**src/logic/ckm_defs.svh**
```systemverilog
// register offsets, field positions and reset values of the clock mux block
`ifndef CKM_DEFS_SVH
`define CKM_DEFS_SVH

// register indices; byte address is four times the index
`define CKM_IDX_OUT_ENABLES   8'h19
`define CKM_IDX_CLOCK_SELECT  8'h1A
`define CKM_IDX_FACTORY_MUX   8'h1B
`define CKM_IDX_FACTORY_CFG   8'h1C
`define CKM_IDX_SIDE_CONTROL  8'h1D

// output enable register fields
`define CKM_OE_RX_CLOCK       0
`define CKM_OE_ADAPTER        1
`define CKM_OE_TX_CLOCK       2
`define CKM_OE_INDICATOR      3
`define CKM_OE_RX_LINK        4
`define CKM_OE_DL_CLOCK       5
`define CKM_OE_MASK           8'h3F

// clock select register fields
`define CKM_SEL_TX_LINE_LSB   0
`define CKM_SEL_ADAPTER_LSB   2
`define CKM_SEL_TX_SYS_LSB    4
`define CKM_SEL_RX_SYS_LSB    6

// factory test field masks
`define CKM_FMUX_MASK         8'h3F
`define CKM_FCFG_MASK         8'h03

// side control register fields
`define CKM_SC_DL_DIR_IN      0
`define CKM_SC_SLIP_BYPASS    1
`define CKM_SC_JAT_ENABLE     2
`define CKM_SC_ADAPTER_EN     3
`define CKM_SC_NO_ADAPTER     4
`define CKM_SC_MASK           8'h1F

// reset values
`define CKM_RST_REG           8'h00
`define CKM_RST_SEL           2'h0

// glitch-free switch: quiet count loaded on a source change; output is held low this count plus three cycles before the new one
`define CKM_SWITCH_QUIET      4'h3

`endif

```
**src/logic/ckm_pkg.sv**
```systemverilog
// types shared by the clock mux block
package ckm_pkg;

  typedef enum logic [1:0] {
    CKM_SRC_OWN_PIN  = 2'h0,
    CKM_SRC_ALT_A    = 2'h1,
    CKM_SRC_ALT_B    = 2'h2,
    CKM_SRC_ALT_C    = 2'h3
  } ckm_src_t;

  typedef enum logic [1:0] {
    CKM_SW_RUN   = 2'h0,
    CKM_SW_QUIET = 2'h1,
    CKM_SW_LOAD  = 2'h3
  } ckm_sw_state_t;

  // one three-state output: level and enable
  typedef struct packed {
    logic val;
    logic oe;
  } ckm_pin_t;

  // every pin clock that enters the selectors, already synchronised
  typedef struct packed {
    logic rx_sys_clk;
    logic tx_sys_clk;
    logic adapter_ref_clk;
    logic tx_line_clk;
    logic recovered_rx_clock;
    logic adapter_clock_output;
  } ckm_clk_in_t;

endpackage

```
**src/logic/ckm_glitchless_mux.sv**
```systemverilog
// one four-way clock selector that parks low while changing source
`timescale 1ns/1ps
`default_nettype none
`include "ckm_defs.svh"

module ckm_glitchless_mux (
  input  wire logic       sys_clk_i,
  input  wire logic       rst_n_i,
  input  wire logic [1:0] sel_i,
  input  wire logic [3:0] src_i,
  output logic            clk_o,
  output logic [1:0]      active_sel_o
);

  ckm_pkg::ckm_sw_state_t state;
  logic [3:0]             quiet_cnt;

  // holds output low for a few cycles around a source change
  always_ff @(posedge sys_clk_i or negedge rst_n_i) begin
    if (!rst_n_i) begin
      state        <= ckm_pkg::CKM_SW_RUN;
      quiet_cnt    <= 4'h0;
      active_sel_o <= `CKM_RST_SEL;
    end else begin
      case (state)
        ckm_pkg::CKM_SW_RUN: begin
          if (sel_i != active_sel_o) begin
            state     <= ckm_pkg::CKM_SW_QUIET;
            quiet_cnt <= `CKM_SWITCH_QUIET;
          end
        end
        ckm_pkg::CKM_SW_QUIET: begin
          if (quiet_cnt == 4'h0) begin
            state <= ckm_pkg::CKM_SW_LOAD;
          end else begin
            quiet_cnt <= quiet_cnt - 4'h1;
          end
        end
        ckm_pkg::CKM_SW_LOAD: begin
          active_sel_o <= sel_i;
          state        <= ckm_pkg::CKM_SW_RUN;
        end
        default: begin
          state <= ckm_pkg::CKM_SW_RUN;
        end
      endcase
    end
  end

  always_ff @(posedge sys_clk_i or negedge rst_n_i) begin
    if (!rst_n_i) begin
      clk_o <= 1'b0;
    end else if (state != ckm_pkg::CKM_SW_RUN || sel_i != active_sel_o) begin
      clk_o <= 1'b0;
    end else begin
      clk_o <= src_i[active_sel_o];
    end
  end

endmodule
`default_nettype wire

```
**src/logic/ckm_clock_mux.sv**
```systemverilog
// register-steered clock source selection and output three-state control
//
// Our own choice: the Avalon-MM interface to the registers.
`timescale 1ns/1ps
`default_nettype none
`include "ckm_defs.svh"

// Operation
// - dl clock driven at 0, three-state at 1
// - pin input direction overrides dl enable
// - one bit gates both receive link outputs
// - one bit gates both indicator outputs
// - tx clock output enabled at 0
// - adapter output enabled at 0
// - no-adapter variant drives adapter pin low
// - recovered rx clock output enabled at 0
// - rx sysbus select bits 7:6 codes
// - rx sysbus pin ignored unless selected
// - tx sysbus select bits 5:4 codes
// - slip bypass uses no tx sysbus clock
// - adapter reference select bits 3:2 codes
// - reference used only while adapter enabled
// - tx line clock select bits 1:0
// - tx line clock must run line rate
// - jitter attenuator off routes clock out
// - tx clock pin ignored unless selected
module ckm_clock_mux #(
  parameter int ADDR_W = 8
) (
  input  wire logic                sys_clk_i,
  input  wire logic                rst_n_i,
  // avalon-mm slave, word addressed by register index
  input  wire logic [ADDR_W-1:0]   avs_address_i,
  input  wire logic                avs_read_i,
  input  wire logic                avs_write_i,
  input  wire logic [31:0]         avs_writedata_i,
  input  wire logic [3:0]          avs_byteenable_i,
  output logic [31:0]              avs_readdata_o,
  output logic                     avs_waitrequest_o,
  output logic [1:0]               avs_response_o,
  // clock pins from outside
  input  wire logic                rx_sys_clk_pin_i,
  input  wire logic                tx_sys_clk_pin_i,
  input  wire logic                adapter_ref_pin_i,
  input  wire logic                tx_line_clk_pin_i,
  // internal sources ahead of their buffers
  input  wire logic                recovered_rx_clock_i,
  input  wire logic                adapter_clock_output_i,
  input  wire logic                tx_jat_clock_i,
  input  wire logic                tx_datalink_clock_i,
  input  wire logic [1:0]          rx_link_data_i,
  input  wire logic [1:0]          indicator_data_i,
  // selected timebases
  output logic                     rx_sysbus_clk_o,
  output logic                     tx_sysbus_clk_o,
  output logic                     adapter_ref_clk_o,
  output logic                     tx_line_clk_o,
  // three-state outputs
  output ckm_pkg::ckm_pin_t        tx_datalink_clock_out_o,
  output ckm_pkg::ckm_pin_t [1:0]  rx_link_out_o,
  output ckm_pkg::ckm_pin_t [1:0]  indicator_out_o,
  output ckm_pkg::ckm_pin_t        tx_clock_out_pin_o,
  output ckm_pkg::ckm_pin_t        adapter_clock_out_o,
  output ckm_pkg::ckm_pin_t        recovered_rx_clock_out_o
);

  logic [7:0] output_buffer_enables;
  logic [7:0] clock_source_select;
  logic [7:0] factory_test_mux;
  logic [7:0] factory_test_config;
  logic [7:0] side_control;
  logic [5:0] pin_s1;
  logic [5:0] pin_s2;
  logic [5:0] pin_s3;
  logic [5:0] pin_q;
  logic       req_done;
  ckm_pkg::ckm_clk_in_t clk_in;

  // ---------------- avalon-mm slave ----------------
  // one wait cycle: waitrequest drops on the second cycle of a request
  wire logic req = avs_read_i | avs_write_i;
  wire logic [7:0] idx = 8'(avs_address_i);
  wire logic wr_now = avs_write_i & ~avs_waitrequest_o & avs_byteenable_i[0];

  always_ff @(posedge sys_clk_i or negedge rst_n_i) begin
    if (!rst_n_i) begin
      req_done <= 1'b0;
    end else begin
      req_done <= req & avs_waitrequest_o & ~req_done;
    end
  end

  always_ff @(posedge sys_clk_i or negedge rst_n_i) begin
    if (!rst_n_i) begin
      avs_waitrequest_o <= 1'b1;
    end else begin
      avs_waitrequest_o <= ~(req & avs_waitrequest_o & ~req_done);
    end
  end

  // register writes; only byte lane 0 holds data
  always_ff @(posedge sys_clk_i or negedge rst_n_i) begin
    if (!rst_n_i) begin
      output_buffer_enables <= `CKM_RST_REG;
      clock_source_select   <= `CKM_RST_REG;
      factory_test_mux      <= `CKM_RST_REG;
      factory_test_config   <= `CKM_RST_REG;
      side_control          <= `CKM_RST_REG;
    end else if (wr_now) begin
      if (idx == `CKM_IDX_OUT_ENABLES) begin
        output_buffer_enables <= avs_writedata_i[7:0] & `CKM_OE_MASK;
      end else if (idx == `CKM_IDX_CLOCK_SELECT) begin
        clock_source_select <= avs_writedata_i[7:0];
      end else if (idx == `CKM_IDX_FACTORY_MUX) begin
        // stored only; no function behind it
        factory_test_mux <= avs_writedata_i[7:0] & `CKM_FMUX_MASK;
      end else if (idx == `CKM_IDX_FACTORY_CFG) begin
        factory_test_config <= avs_writedata_i[7:0] & `CKM_FCFG_MASK;
      end else if (idx == `CKM_IDX_SIDE_CONTROL) begin
        side_control <= avs_writedata_i[7:0] & `CKM_SC_MASK;
      end
    end
  end

  // read data and response, valid while waitrequest is low
  always_ff @(posedge sys_clk_i or negedge rst_n_i) begin
    if (!rst_n_i) begin
      avs_readdata_o <= 32'h0000_0000;
      avs_response_o <= 2'h0;
    end else if (req & avs_waitrequest_o & ~req_done) begin
      avs_response_o <= 2'h0;
      if (idx == `CKM_IDX_OUT_ENABLES) begin
        avs_readdata_o <= {24'h000000, output_buffer_enables};
      end else if (idx == `CKM_IDX_CLOCK_SELECT) begin
        avs_readdata_o <= {24'h000000, clock_source_select};
      end else if (idx == `CKM_IDX_FACTORY_MUX) begin
        avs_readdata_o <= {24'h000000, factory_test_mux};
      end else if (idx == `CKM_IDX_FACTORY_CFG) begin
        avs_readdata_o <= {24'h000000, factory_test_config};
      end else if (idx == `CKM_IDX_SIDE_CONTROL) begin
        avs_readdata_o <= {24'h000000, side_control};
      end else begin
        avs_readdata_o <= 32'h0000_0000;
        avs_response_o <= 2'h2;
      end
    end
  end

  // ---------------- pin synchronisers ----------------
  // three stages; a change is taken once stages two and three agree
  wire logic [5:0] raw_pins = {adapter_clock_output_i, recovered_rx_clock_i,
                               tx_line_clk_pin_i, adapter_ref_pin_i,
                               tx_sys_clk_pin_i, rx_sys_clk_pin_i};

  always_ff @(posedge sys_clk_i or negedge rst_n_i) begin
    if (!rst_n_i) begin
      pin_s1 <= 6'h00;
      pin_s2 <= 6'h00;
      pin_s3 <= 6'h00;
    end else begin
      pin_s1 <= raw_pins;
      pin_s2 <= pin_s1;
      pin_s3 <= pin_s2;
    end
  end

  genvar g;
  generate
    for (g = 0; g < 6; g++) begin : g_pin
      always_ff @(posedge sys_clk_i or negedge rst_n_i) begin
        if (!rst_n_i) begin
          pin_q[g] <= 1'b0;
        end else if (pin_s2[g] == pin_s3[g]) begin
          pin_q[g] <= pin_s3[g];
        end
      end
    end
  endgenerate

  // fields named one by one, so the struct's bit order cannot swap pins
  assign clk_in = '{
    rx_sys_clk:           pin_q[0],
    tx_sys_clk:           pin_q[1],
    adapter_ref_clk:      pin_q[2],
    tx_line_clk:          pin_q[3],
    recovered_rx_clock:   pin_q[4],
    adapter_clock_output: pin_q[5]
  };

  // ---------------- clock selectors ----------------
  wire logic [1:0] rx_sys_sel   = clock_source_select[`CKM_SEL_RX_SYS_LSB +: 2];
  wire logic [1:0] tx_sys_sel   = clock_source_select[`CKM_SEL_TX_SYS_LSB +: 2];
  wire logic [1:0] adapter_sel  = clock_source_select[`CKM_SEL_ADAPTER_LSB +: 2];
  wire logic [1:0] tx_line_sel  = clock_source_select[`CKM_SEL_TX_LINE_LSB +: 2];
  wire logic       slip_bypass  = side_control[`CKM_SC_SLIP_BYPASS];
  wire logic       adapter_en   = side_control[`CKM_SC_ADAPTER_EN];
  logic rx_sys_raw;
  logic tx_sys_raw;
  logic adapter_raw;
  logic tx_line_raw;

  // own pin only reaches the mux on code 00
  ckm_glitchless_mux u_rx_sys (
    .sys_clk_i    (sys_clk_i),
    .rst_n_i      (rst_n_i),
    .sel_i        (rx_sys_sel),
    .src_i        ({clk_in.adapter_clock_output, clk_in.adapter_ref_clk,
                    clk_in.tx_sys_clk, clk_in.rx_sys_clk}),
    .clk_o        (rx_sys_raw),
    .active_sel_o ()
  );

  ckm_glitchless_mux u_tx_sys (
    .sys_clk_i    (sys_clk_i),
    .rst_n_i      (rst_n_i),
    .sel_i        (tx_sys_sel),
    .src_i        ({clk_in.adapter_clock_output, clk_in.adapter_ref_clk,
                    clk_in.rx_sys_clk, clk_in.tx_sys_clk}),
    .clk_o        (tx_sys_raw),
    .active_sel_o ()
  );

  ckm_glitchless_mux u_adapter (
    .sys_clk_i    (sys_clk_i),
    .rst_n_i      (rst_n_i),
    .sel_i        (adapter_sel),
    .src_i        ({clk_in.tx_line_clk, clk_in.tx_sys_clk,
                    clk_in.recovered_rx_clock, clk_in.adapter_ref_clk}),
    .clk_o        (adapter_raw),
    .active_sel_o ()
  );

  // line-rate source is the user's choice
  ckm_glitchless_mux u_tx_line (
    .sys_clk_i    (sys_clk_i),
    .rst_n_i      (rst_n_i),
    .sel_i        (tx_line_sel),
    .src_i        ({clk_in.adapter_clock_output, clk_in.rx_sys_clk,
                    clk_in.recovered_rx_clock, clk_in.tx_line_clk}),
    .clk_o        (tx_line_raw),
    .active_sel_o ()
  );

  // each timebase output has its own register
  always_ff @(posedge sys_clk_i or negedge rst_n_i) begin
    if (!rst_n_i) begin
      rx_sysbus_clk_o <= 1'b0;
    end else begin
      rx_sysbus_clk_o <= rx_sys_raw;
    end
  end

  // a bypassed slip buffer takes no tx bus clock at all
  always_ff @(posedge sys_clk_i or negedge rst_n_i) begin
    if (!rst_n_i) begin
      tx_sysbus_clk_o <= 1'b0;
    end else begin
      tx_sysbus_clk_o <= tx_sys_raw & ~slip_bypass;
    end
  end

  // the reference only counts while the adapter runs
  always_ff @(posedge sys_clk_i or negedge rst_n_i) begin
    if (!rst_n_i) begin
      adapter_ref_clk_o <= 1'b0;
    end else begin
      adapter_ref_clk_o <= adapter_raw & adapter_en;
    end
  end

  always_ff @(posedge sys_clk_i or negedge rst_n_i) begin
    if (!rst_n_i) begin
      tx_line_clk_o <= 1'b0;
    end else begin
      tx_line_clk_o <= tx_line_raw;
    end
  end

  // ---------------- output buffers ----------------
  wire logic [5:0] oe_n = output_buffer_enables[5:0];

  always_ff @(posedge sys_clk_i or negedge rst_n_i) begin
    if (!rst_n_i) begin
      tx_datalink_clock_out_o <= '0;
    end else begin
      tx_datalink_clock_out_o.val <= tx_datalink_clock_i;
      // input direction wins over the enable
      tx_datalink_clock_out_o.oe  <= ~oe_n[`CKM_OE_DL_CLOCK] &
                                     ~side_control[`CKM_SC_DL_DIR_IN];
    end
  end

  generate
    for (g = 0; g < 2; g++) begin : g_pair
      always_ff @(posedge sys_clk_i or negedge rst_n_i) begin
        if (!rst_n_i) begin
          rx_link_out_o[g]   <= '0;
          indicator_out_o[g] <= '0;
        end else begin
          rx_link_out_o[g].val   <= rx_link_data_i[g];
          rx_link_out_o[g].oe    <= ~oe_n[`CKM_OE_RX_LINK];
          indicator_out_o[g].val <= indicator_data_i[g];
          indicator_out_o[g].oe  <= ~oe_n[`CKM_OE_INDICATOR];
        end
      end
    end
  endgenerate

  always_ff @(posedge sys_clk_i or negedge rst_n_i) begin
    if (!rst_n_i) begin
      tx_clock_out_pin_o <= '0;
    end else begin
      // jitter attenuator off: selected line clock goes out
      tx_clock_out_pin_o.val <= side_control[`CKM_SC_JAT_ENABLE] ?
                                tx_jat_clock_i : tx_line_raw;
      tx_clock_out_pin_o.oe  <= ~oe_n[`CKM_OE_TX_CLOCK];
    end
  end

  always_ff @(posedge sys_clk_i or negedge rst_n_i) begin
    if (!rst_n_i) begin
      adapter_clock_out_o <= '0;
    end else begin
      // variant without adapter holds the pin low
      adapter_clock_out_o.val <= side_control[`CKM_SC_NO_ADAPTER] ? 1'b0 :
                                 clk_in.adapter_clock_output;
      adapter_clock_out_o.oe  <= ~oe_n[`CKM_OE_ADAPTER];
    end
  end

  always_ff @(posedge sys_clk_i or negedge rst_n_i) begin
    if (!rst_n_i) begin
      recovered_rx_clock_out_o <= '0;
    end else begin
      recovered_rx_clock_out_o.val <= clk_in.recovered_rx_clock;
      recovered_rx_clock_out_o.oe  <= ~oe_n[`CKM_OE_RX_CLOCK];
    end
  end

endmodule
`default_nettype wire

```
**config.mk**
```make
export PLATFORM = sky130hd
export DESIGN_NAME = ckm_clock_mux
export DESIGN_NICKNAME = d
export VERILOG_FILES = /design/src/logic/ckm_pkg.sv /design/src/logic/ckm_glitchless_mux.sv /design/src/logic/ckm_clock_mux.sv
export VERILOG_INCLUDE_DIRS = /design/src /design/src/logic
export SDC_FILE = /design/constraint.sdc
export NUM_CORES = 1
export LEC_CHECK = 0
export BUFFER_PORTS_ARGS = -buffer_cell sky130_fd_sc_hd__buf_2
export CAP_MARGIN = 20
export CORE_MARGIN = 1.5
export CORE_UTILIZATION = 30
export CTS_CLUSTER_DIAMETER = 80
export CTS_CLUSTER_SIZE = 16
export DETAILED_ROUTE_END_ITERATION = 10
export PLACE_DENSITY = 0.53
export RECOVER_POWER = 25
export SYNTH_ARGS = -nofsm -noshare
export SYNTH_HDL_FRONTEND = slang
export SYNTH_SLANG_ARGS = --single-unit
```
**constraint.sdc**
```tcl
create_clock -name sys_clk_i -period 2.1 [get_ports sys_clk_i]
set_input_delay 0.21 -clock sys_clk_i [delete_from_list [all_inputs] [get_ports sys_clk_i]]
set_output_delay 0.21 -clock sys_clk_i [all_outputs]
set_load 0.03 [all_outputs]
```
* Word-level counts from Yosys, hierarchy flattened *
Cells that the tools add are included.

storage, ports and cells
  register bits after elaboration = 141
  input bits = 60
  output and inout port bits = 55
  logic and storage cells = 199

cells by class
  add/subtract/negate cells = 4
  $lt $le $gt $ge = 4
  equality and inequality tests = 35
  mux-type cells = 48
  bitwise logic cells = 23
  reduce and logical (&&, ||, !) cells = 33

operator list
  cell                                                        count
  equality test 8 x 5 -> 1 bit, second input constant         5
  2-to-1 mux 4 bit                                            8
  case mux 4 bit (2 select lines)                             4
  2-to-1 mux 2 bit                                            13
  logical NOT 4 bit                                           4
  2-to-1 mux 8 bit                                            2
  != test 2 x 1 -> 1 bit, second input constant               8
  case mux 2 bit (2 select lines)                             4
  nonzero test 2 bit                                          8
  subtractor 4 x 1 -> 4 bit, second input constant            4
  inverter 1 bit                                              15
  AND reduction 3 bit                                         5
  less-than comparator 2 x 3 -> 1 bit, second input constant  4
  2-to-1 mux 1 bit                                            10
  2-to-1 mux 5 bit                                            2
  AND reduction 2 bit                                         5
  binary-select mux 1 bit (select 2 bit)                      4
  equality test 2 x 1 -> 1 bit, second input constant         4
  equality test 2 bit, second input constant                  4
  logical NOT 2 bit                                           4
  != test 2 bit                                               4
  != test 2 bit, second input constant                        4
  bitwise AND 1 bit                                           7
  equality test 1 bit                                         6
  6 further kinds                                             9

* Logic depth before layout (Yosys ltp) *
Gate-level depths: netlist of run 1.

  depth after elaboration = 6
  gate-level depth with buffers = 6
  depth with buffers taken out = 6

* Cells and area by module *
A second synthesis of run 1 with hierarchy kept.

second synthesis, totals
  cell total of the unflattened synthesis = 380
  area, all modules = 5124.9 sq um

by module, submodules not included
  module              times used  cells an instance  area each (sq um)
  ckm_clock_mux       1           220                3183.1
  ckm_glitchless_mux  4           40                 485.5

* Worst setup path before layout of run 1 *
Ideal clock, no wire load.

  path type = flip-flop to flip-flop
  from = register avs_waitrequest_o
  to = register side_control[0]
  arrival = 1.639 ns
  path slack = 0.336 ns
  stages on the path, launching flop included = 6
  buffers on the path = 1
  cells stage by stage = dfstp_2 -> and3b_1 -> nand3_1 -> or3_1 -> clkbuf_1 -> mux2_2

between the ends
  cells in the longest elaborated chain, start to end = 4

RTL lines
  element                               RTL line              RTL
  from (decl)                           ckm_clock_mux.sv:39   output logic avs_waitrequest_o,
  from (signal assigned)                ckm_clock_mux.sv:97   avs_waitrequest_o <= ~(req & avs_waitrequest_o & ~req_done);
  inverter 1 bit                        ckm_clock_mux.sv:83   wire logic wr_now = avs_write_i & ~avs_waitrequest_o & avs_byteenable_i[0];
  bitwise AND 1 bit (2 in a row)        ckm_clock_mux.sv:83
  AND reduction 6 bit (no source line)  --
  to (signal assigned)                  ckm_clock_mux.sv:108  side_control <= `CKM_RST_REG;
  to (signal assigned)                  ckm_clock_mux.sv:120  side_control <= avs_writedata_i[7:0] & `CKM_SC_MASK;
  to (decl)                             ckm_clock_mux.sv:71   logic [7:0] side_control;

Every way passes these cells.
A chain may end at the register's enable or synchronous reset.

* Final worst setup path of run 1 *
  from = register u_rx_sys.quiet_cnt[0]
  to = register u_rx_sys.quiet_cnt[2]

between the ends
  cells in the longest elaborated chain, start to end = 3

RTL lines
  element                                                                 RTL line                                            RTL
  from (decl)                                                             ckm_glitchless_mux.sv:16                            logic [3:0] quiet_cnt;
  from (signal assigned)                                                  ckm_glitchless_mux.sv:29                            quiet_cnt <= `CKM_SWITCH_QUIET;
  from (signal assigned)                                                  ckm_glitchless_mux.sv:36                            quiet_cnt <= quiet_cnt - 4'h1;
  subtractor 4 x 1 -> 4 bit or logical NOT 4 bit (tied branches)          ckm_glitchless_mux.sv:36, ckm_glitchless_mux.sv:33
  2-to-1 mux 4 bit or != test 2 bit (tied branches)                       --
  case mux 4 bit (2 select lines) or AND reduction 3 bit (tied branches)  --

Parallel ways exist; a longest one is shown, timed or not. The select of a mux whose other input is x is not followed.

==> impl_metrics.yaml, run 1 <==
outcome:
  run_status: "complete, no violations"
critical_path:
  crit_type: "flop to flop"
  cp.arrival_ns: 2.09
  cp_max_fo: 4
  slowest_stage: "or3b_2"
  reg2reg_to: "u_rx_sys.quiet_cnt[2]"
  start_kind: "flop"
  required_ns: 2.40
  slowest_delay_ns: 0.49
  cp-startpoint: "u_rx_sys.quiet_cnt[0]"
  r2r_slack_ns: 0.31
  reg2reg_from: "u_rx_sys.quiet_cnt[0]"
  r2r_cells: 6
  crit_path_end_kind: "flop"
  crit_chain: "inv_1, ha_1, or3b_2, nand2b_1, o21ai_0, a22o_1"
cells_and_area:
  drive_gt1_share_pct: 30.9
  fillers: 1518
  diodes: 0
  fin_nets: 553
  syn_to_final_growth_pct: 25.3
  final_util_pct: 38.8
  fin_cells: 715
route:
  m1WireLength_um: 4420
  ant_nets: 0
  via_per_inst: 4.40
  met3_length_um: 323
  highest-signal-layer: "met4"
  wl_um: 9780
  drt-initial-drc-count: 163
  avgRoutedWirePerCell_um: 13.7
  vias: 3148
  drc: 0
  dr.pass1.iters: 4
  dr_wl_met2_um: 4930
cts:
  clkSlewWorstSetupHoldPaths_ns: 0.06
  htree_levels: 4
  cts.sinks: 116
  clock_path_buffers: 2
  cts_made_buffers: 17
  insertion_delay_ns: 0.41
  cts_tree: "done"
  postCtsResizedCells: 0
  ctsRootBufferMaster: "clkbuf_16"
global_route:
  grt_overflow_total: 0
  antenna_found_initial: 0
  grt_pass1_wl_um: 16800
  grt_pass1_vias: 3319
  grt_max_degree: 41
  grt_use_total_pct: 12.4
pwr:
  p_per_area_nw_per_um2: 1170
  vdd_ir_drop_max_mv: 0.565
  p_leak_nw: 3.00
worst_hold_path:
  holdPathEnd: "tx_clock_out_pin_o[1]"
  min_path_type: "input port to flop"
  hold_depth: 2
  worstHoldStart: "tx_jat_clock_i"
sta:
  fin_skew_ns: 0.00614
  min_period_ns: 1.79
  final-hold-violation-count: 0
  drv_slew: 0
  slew_headroom_pct: 28.1
  max_freq_mhz: 559
  worst-slew-pin-transition_ns: 1.08
  setup_tns_ns: 0
  rsz0062_at_grt: "no"
  post-route-period-util_pct: 85.2
  setup-violations-final: 0
synth:
  synth-seq-area-share_pct: 58.4
  syn_avg_cell_area_um2: 12.6
  ys_seq_elements: 116
  synthArstFlopShare_pct: 100
  ys_warn_count: 0
  synth_edf_count: 0
  syn_area_um2: 4970
  synth_cell_type_count: 45
  synth_cells: 396
  synth_ff_type: "dfrtp_1"
placed_design:
  dpl.cell_count: 671
  globalplace.congestion: 0.725
  portBuffers: 62
  hpwl_um: 7090
floorplan:
  start_util_pct: 31.0
  dieHeight_um: 132
  core_um2: 16100
  ios: 115
  die_x_um: 132
  dieArea_um2: 17400
  row_count: 46
job:
  drv_cap: 0
## repair_timing
action	CTS	global route
hold buffers	12	0
hold endpoints to repair	48	0
setup buffers	0	0
## sequential cells by signal, indices dropped and copies added, names as in the netlist, 3 cells and up
name	count
u_rx_sys.quiet_cnt	4
side_control	5
indicator_out_o	3
factory_test_mux	6
u_tx_sys.quiet_cnt	4
pin_s3	6
rx_link_out_o	3
clk_in	6
pin_s1	6
u_adapter.quiet_cnt	4
pin_s2	6
avs_readdata_o	8
output_buffer_enables	6
u_tx_line.quiet_cnt	4
clock_source_select	8
## cells in the mapped netlist (8+ instances only)
| master | n | area [um2] |
|---|---|---|
| nor3_1 | 12 | 60.1 |
| mux2_2 | 37 | 417 |
| buf_4 | 27 | 203 |
| nand2_1 | 19 | 71.3 |
| o21ai_0 | 10 | 50.1 |
| a22o_1 | 8 | 70.1 |
| dfrtp_1 | 115 | 2880 |
| nor2_1 | 14 | 52.6 |
| nand3_1 | 9 | 45.0 |
| inv_1 | 26 | 97.6 |
| nand2b_1 | 10 | 62.6 |
| xor2_1 | 10 | 87.6 |
## report_power, final
group          total (mW)  switching, mW  internal [mW]
clock                3.03           1.02           2.01
combinational        1.40          0.835          0.568
sequential           2.85          0.270           2.58
## worst max-delay path by stage
stage	end	slack (ns)
floorplan	side_control[0]	0.34
CTS	u_rx_sys.quiet_cnt[2]	0.29
global placement	clock_source_select[6]	0.16
detailed placement	clock_source_select[3]	0.14
global route	u_tx_sys.quiet_cnt[2]	0.22
finish	u_rx_sys.quiet_cnt[2]	0.31
## worst max-delay path, delay by kind of cell (launching register included)
family                   cells  cell delay (ns)
AO/OA/AOI/OAI                2             0.34
flip-flops                   1             0.41
AND/OR/NAND/NOR              2             0.66
buffers and inverters        1             0.11
adder cells (fa/ha/maj)      1             0.15
## layer usage
layer | track usage [%] | up-vias
met3 | 3.54 | 10
met1 | 14.8 | 1564
met5 | 0 | -
met4 | 5.62 | 0
li1 | - | 1511
met2 | 20.8 | 63
## placed cells by master (no fill, tap or decap), drive strengths merged, types with 10 or more instances in the layout
cell type	n
buf	67
clkbuf	20
conb	25
dfrtp	115
dlygate4sd3	12
inv	28
mux2	37
nand2	19
nand2b	10
nor2	14
nor3	12
o21ai	10
xor2	10
## metrics by stage
step                      total power, mW  worst slack (ns)  hold slack (ns)  area [um2]
after global placement               4.20             0.157            0.232        5490
after global routing                 7.72             0.223           0.0166        6230
after floorplan                      3.88             0.336          -0.0856        5060
after detailed placement             4.29             0.142            0.241        5490
after CTS                            7.40             0.292           0.0179        6240
final                                7.28             0.310           0.0383        6230
## layout make-up
type                    count  area [um2]  share of cell area, %
repair buffers             80         500                   8.03
multi-input cells         245        1840                   29.5
flip-flops and latches    116        2900                   46.6
clock inverters            13         180                   2.89
well taps                 216         270                   4.34
inverters                  26        97.6                   1.57
clock buffers              19         443                   7.11
## logic make-up (layout without fill, tap and decap cells)
| group | after synthesis | in the layout | share of synthesized area, % |
|---|---|---|---|
| flip-flops | 116 | 116 | 58.4 |
| AND/OR/NAND/NOR | 105 | 105 | 12.9 |
| buffers and inverters | 59 | 138 | 6.49 |
| AO/OA/AOI/OAI | 46 | 46 | 6.29 |
| multiplexers | 46 | 46 | 11.2 |
| adder cells (fa/ha/maj) | 13 | 13 | 2.97 |
| XOR/XNOR | 10 | 10 | 1.76 |
| other | 1 | 25 | 0.0754 |
(Power assumes the default switching activity.)
==> run 2, diff against run 1 <==
--- a/config.mk
+++ b/config.mk
@@ -13,6 +13,7 @@
 export CTS_CLUSTER_DIAMETER = 80
 export CTS_CLUSTER_SIZE = 16
 export DETAILED_ROUTE_END_ITERATION = 10
+export HOLD_SLACK_MARGIN = 0.12
 export PLACE_DENSITY = 0.53
 export RECOVER_POWER = 25
 export SYNTH_ARGS = -nofsm -noshare
==> run 2 against run 1 <==
Compared with the run above:
- critical path depth unchanged
- via count increased by 1.8%
- routed wire length increased by 0.62%
- clock skew about the same
- first-iteration DRC count decreased by 0.61%
- flip-flop and latch count unchanged
- register-to-register slack about the same
- non-clock buffer count increased by 9
==> impl_metrics.yaml, run 2 (same netlist as run 1, synthesis figures left out) <==
cts:
  post_cts.repair.setup_buffers: 0
  insertion_delay_ns: 0.41
  cts.sinks: 116
  cts_made_buffers: 17
  clock_path_buffers: 2
  ctsRootBufferMaster: "clkbuf_16"
  clkSlewWorstSetupHoldPaths_ns: 0.06
  postCtsResizedCells: 0
  cts_tree: "done"
  htree_levels: 4
sta:
  min_period_ns: 1.79
  rsz0062_at_grt: "no"
  slew_headroom_pct: 28.1
  setup_tns_ns: 0
  final-hold-violation-count: 0
  worst-slew-pin-transition_ns: 1.08
  post-route-period-util_pct: 85.1
  fin_skew_ns: 0.00616
  setup-violations-final: 0
  drv_slew: 0
  max_freq_mhz: 559
route:
  avgRoutedWirePerCell_um: 13.6
  dr.pass1.iters: 4
  ant_nets: 0
  drt-initial-drc-count: 162
  drc: 0
  wl_um: 9850
  vias: 3206
  via_per_inst: 4.43
critical_path:
  cp_max_fo: 4
  crit_buf_inv: 1
  slowest_delay_ns: 0.49
  r2r_cells: 6
  r2r_slack_ns: 0.31
  crit_type: "flop to flop"
  slowest_stage: "or3b_2"
  cp_num_cells: 6
  reg2reg_from: "u_tx_sys.quiet_cnt[0]"
  cp-startpoint: "u_tx_sys.quiet_cnt[0]"
  crit_path_end_kind: "flop"
  crit_end: "u_tx_sys.quiet_cnt[2]"
  cp.arrival_ns: 2.08
  crit_chain: "inv_1, ha_1, or3b_2, nand2b_1, o21ai_0, a22o_1"
  required_ns: 2.39
  reg2reg_to: "u_tx_sys.quiet_cnt[2]"
  crit_family: "simple AND/OR/NAND/NOR gates"
  start_kind: "flop"
pwr:
  seqPwrFrac_pct: 39.0
  p_sw_mw: 2.13
  clkPwrFrac_pct: 41.6
  p_per_area_nw_per_um2: 1150
  switching_share_pct: 29.2
  p_leak_nw: 3.03
  vdd_ir_drop_max_mv: 0.570
  pwr-share-comb_pct: 19.4
  power.internal_mw: 5.17
cells_and_area:
  drive_gt1_share_pct: 30.3
  top_regs: "avs_readdata_o (8), clock_source_select (8)"
  syn_to_final_growth_pct: 27.1
  diodes: 0
  layout_common_cells: "dfrtp_1, buf_2, mux2_2, inv_1, conb_1"
  fin_nets: 562
  fin_area_um2: 6320
  final_common_cell: "dfrtp_1"
job:
  drv_cap: 0
floorplan:
  core_um2: 16100
  row_count: 46
  dieArea_um2: 17400
  start_util_pct: 31.0
  ios: 115
  die_x_um: 132
  dieHeight_um: 132
global_route:
  grt_pass1_vias: 3359
  grt_overflow_total: 0
  grt_use_total_pct: 12.5
  grt_pass1_wl_um: 17000
  antenna_found_initial: 0
  grt_max_degree: 41
placed_design:
  dpl_cell_area_um2: 5490
  globalplace.congestion: 0.725
  hpwl_um: 7090
  portBuffers: 62
worst_hold_path:
  min_path_type: "input port to flop"
  hold_depth: 3
outcome:
  run_status: "complete, no violations"
-- run 2: cell types whose count changed in the layout (fill, tap and decap cells not counted), sizes merged --
cell | previous run | this run
dlygate4sd3 | 12 | 21
-- run 2: how the worst min path moves through the flow --
stage	from	endpoint	slack, ns
after global placement	rst_n_i	pin_s1[5]	0.23
final	avs_read_i	avs_waitrequest_o	0.17
after global routing	avs_read_i	avs_waitrequest_o	0.19
after floorplan	rst_n_i	adapter_clock_out_o[0]	-0.09
after CTS	avs_read_i	avs_waitrequest_o	0.16
after detailed placement	rst_n_i	pin_s2[5]	0.24
-- run 2: per-stage QoR --
stage	cells	worst slack, ns	utilization, %	power (mW)	hold WS [ns]
finish	724	0.312	39.4	7.30	0.171
CTS	724	0.292	39.4	7.41	0.157
global route	724	0.223	39.4	7.73	0.188
global placement	671	0.157	34.2	4.20	0.232
floorplan	420	0.336	-	3.88	-0.0856
detailed placement	671	0.142	34.2	4.29	0.241
-- run 2: power by group through the flow --
stage / combinational [mW] / clock, mW / sequential (mW)
3_5_place_dp: 1.41 / 0 / 2.88
4_1_cts: 1.44 / 3.12 / 2.85
3_3_place_gp: 1.33 / 0 / 2.87
5_1_grt: 1.59 / 3.24 / 2.90
6_report: 1.42 / 3.03 / 2.85
2_1_floorplan: 0.912 / 0 / 2.97
-- run 2: worst register-to-register path, stage by stage (launching register included) --
cell	delay, ns
dfrtp_1	0.41
inv_1	0.11
ha_1	0.15
or3b_2	0.49
nand2b_1	0.17
o21ai_0	0.11
a22o_1	0.23
-- run 2: area by class of cell --
cell class              count  area, um2
fillers                  1514       9730
flip-flops and latches    116       2900
multi-input cells         245       1840
repair buffers             89        591
clock buffers              19        443
well taps                 216        270
clock inverters            13        180
inverters                  26       97.6
-- run 2: per-layer routing --
layer | track usage (%) | vias up | wire (um)
li1 | - | 1529 | -
met1 | 14.9 | 1603 | 4420
met2 | 20.9 | 62 | 4940
met3 | 3.54 | 12 | 326
met4 | 5.62 | 0 | 155
met5 | 0 | - | 0
-- run 2: timing repair --
item / 4_1_cts / 5_1_grt
hold endpoints to repair: 76 / 0
hold buffers: 21 / 0
endpoints found under the setup margin: 0 / 0
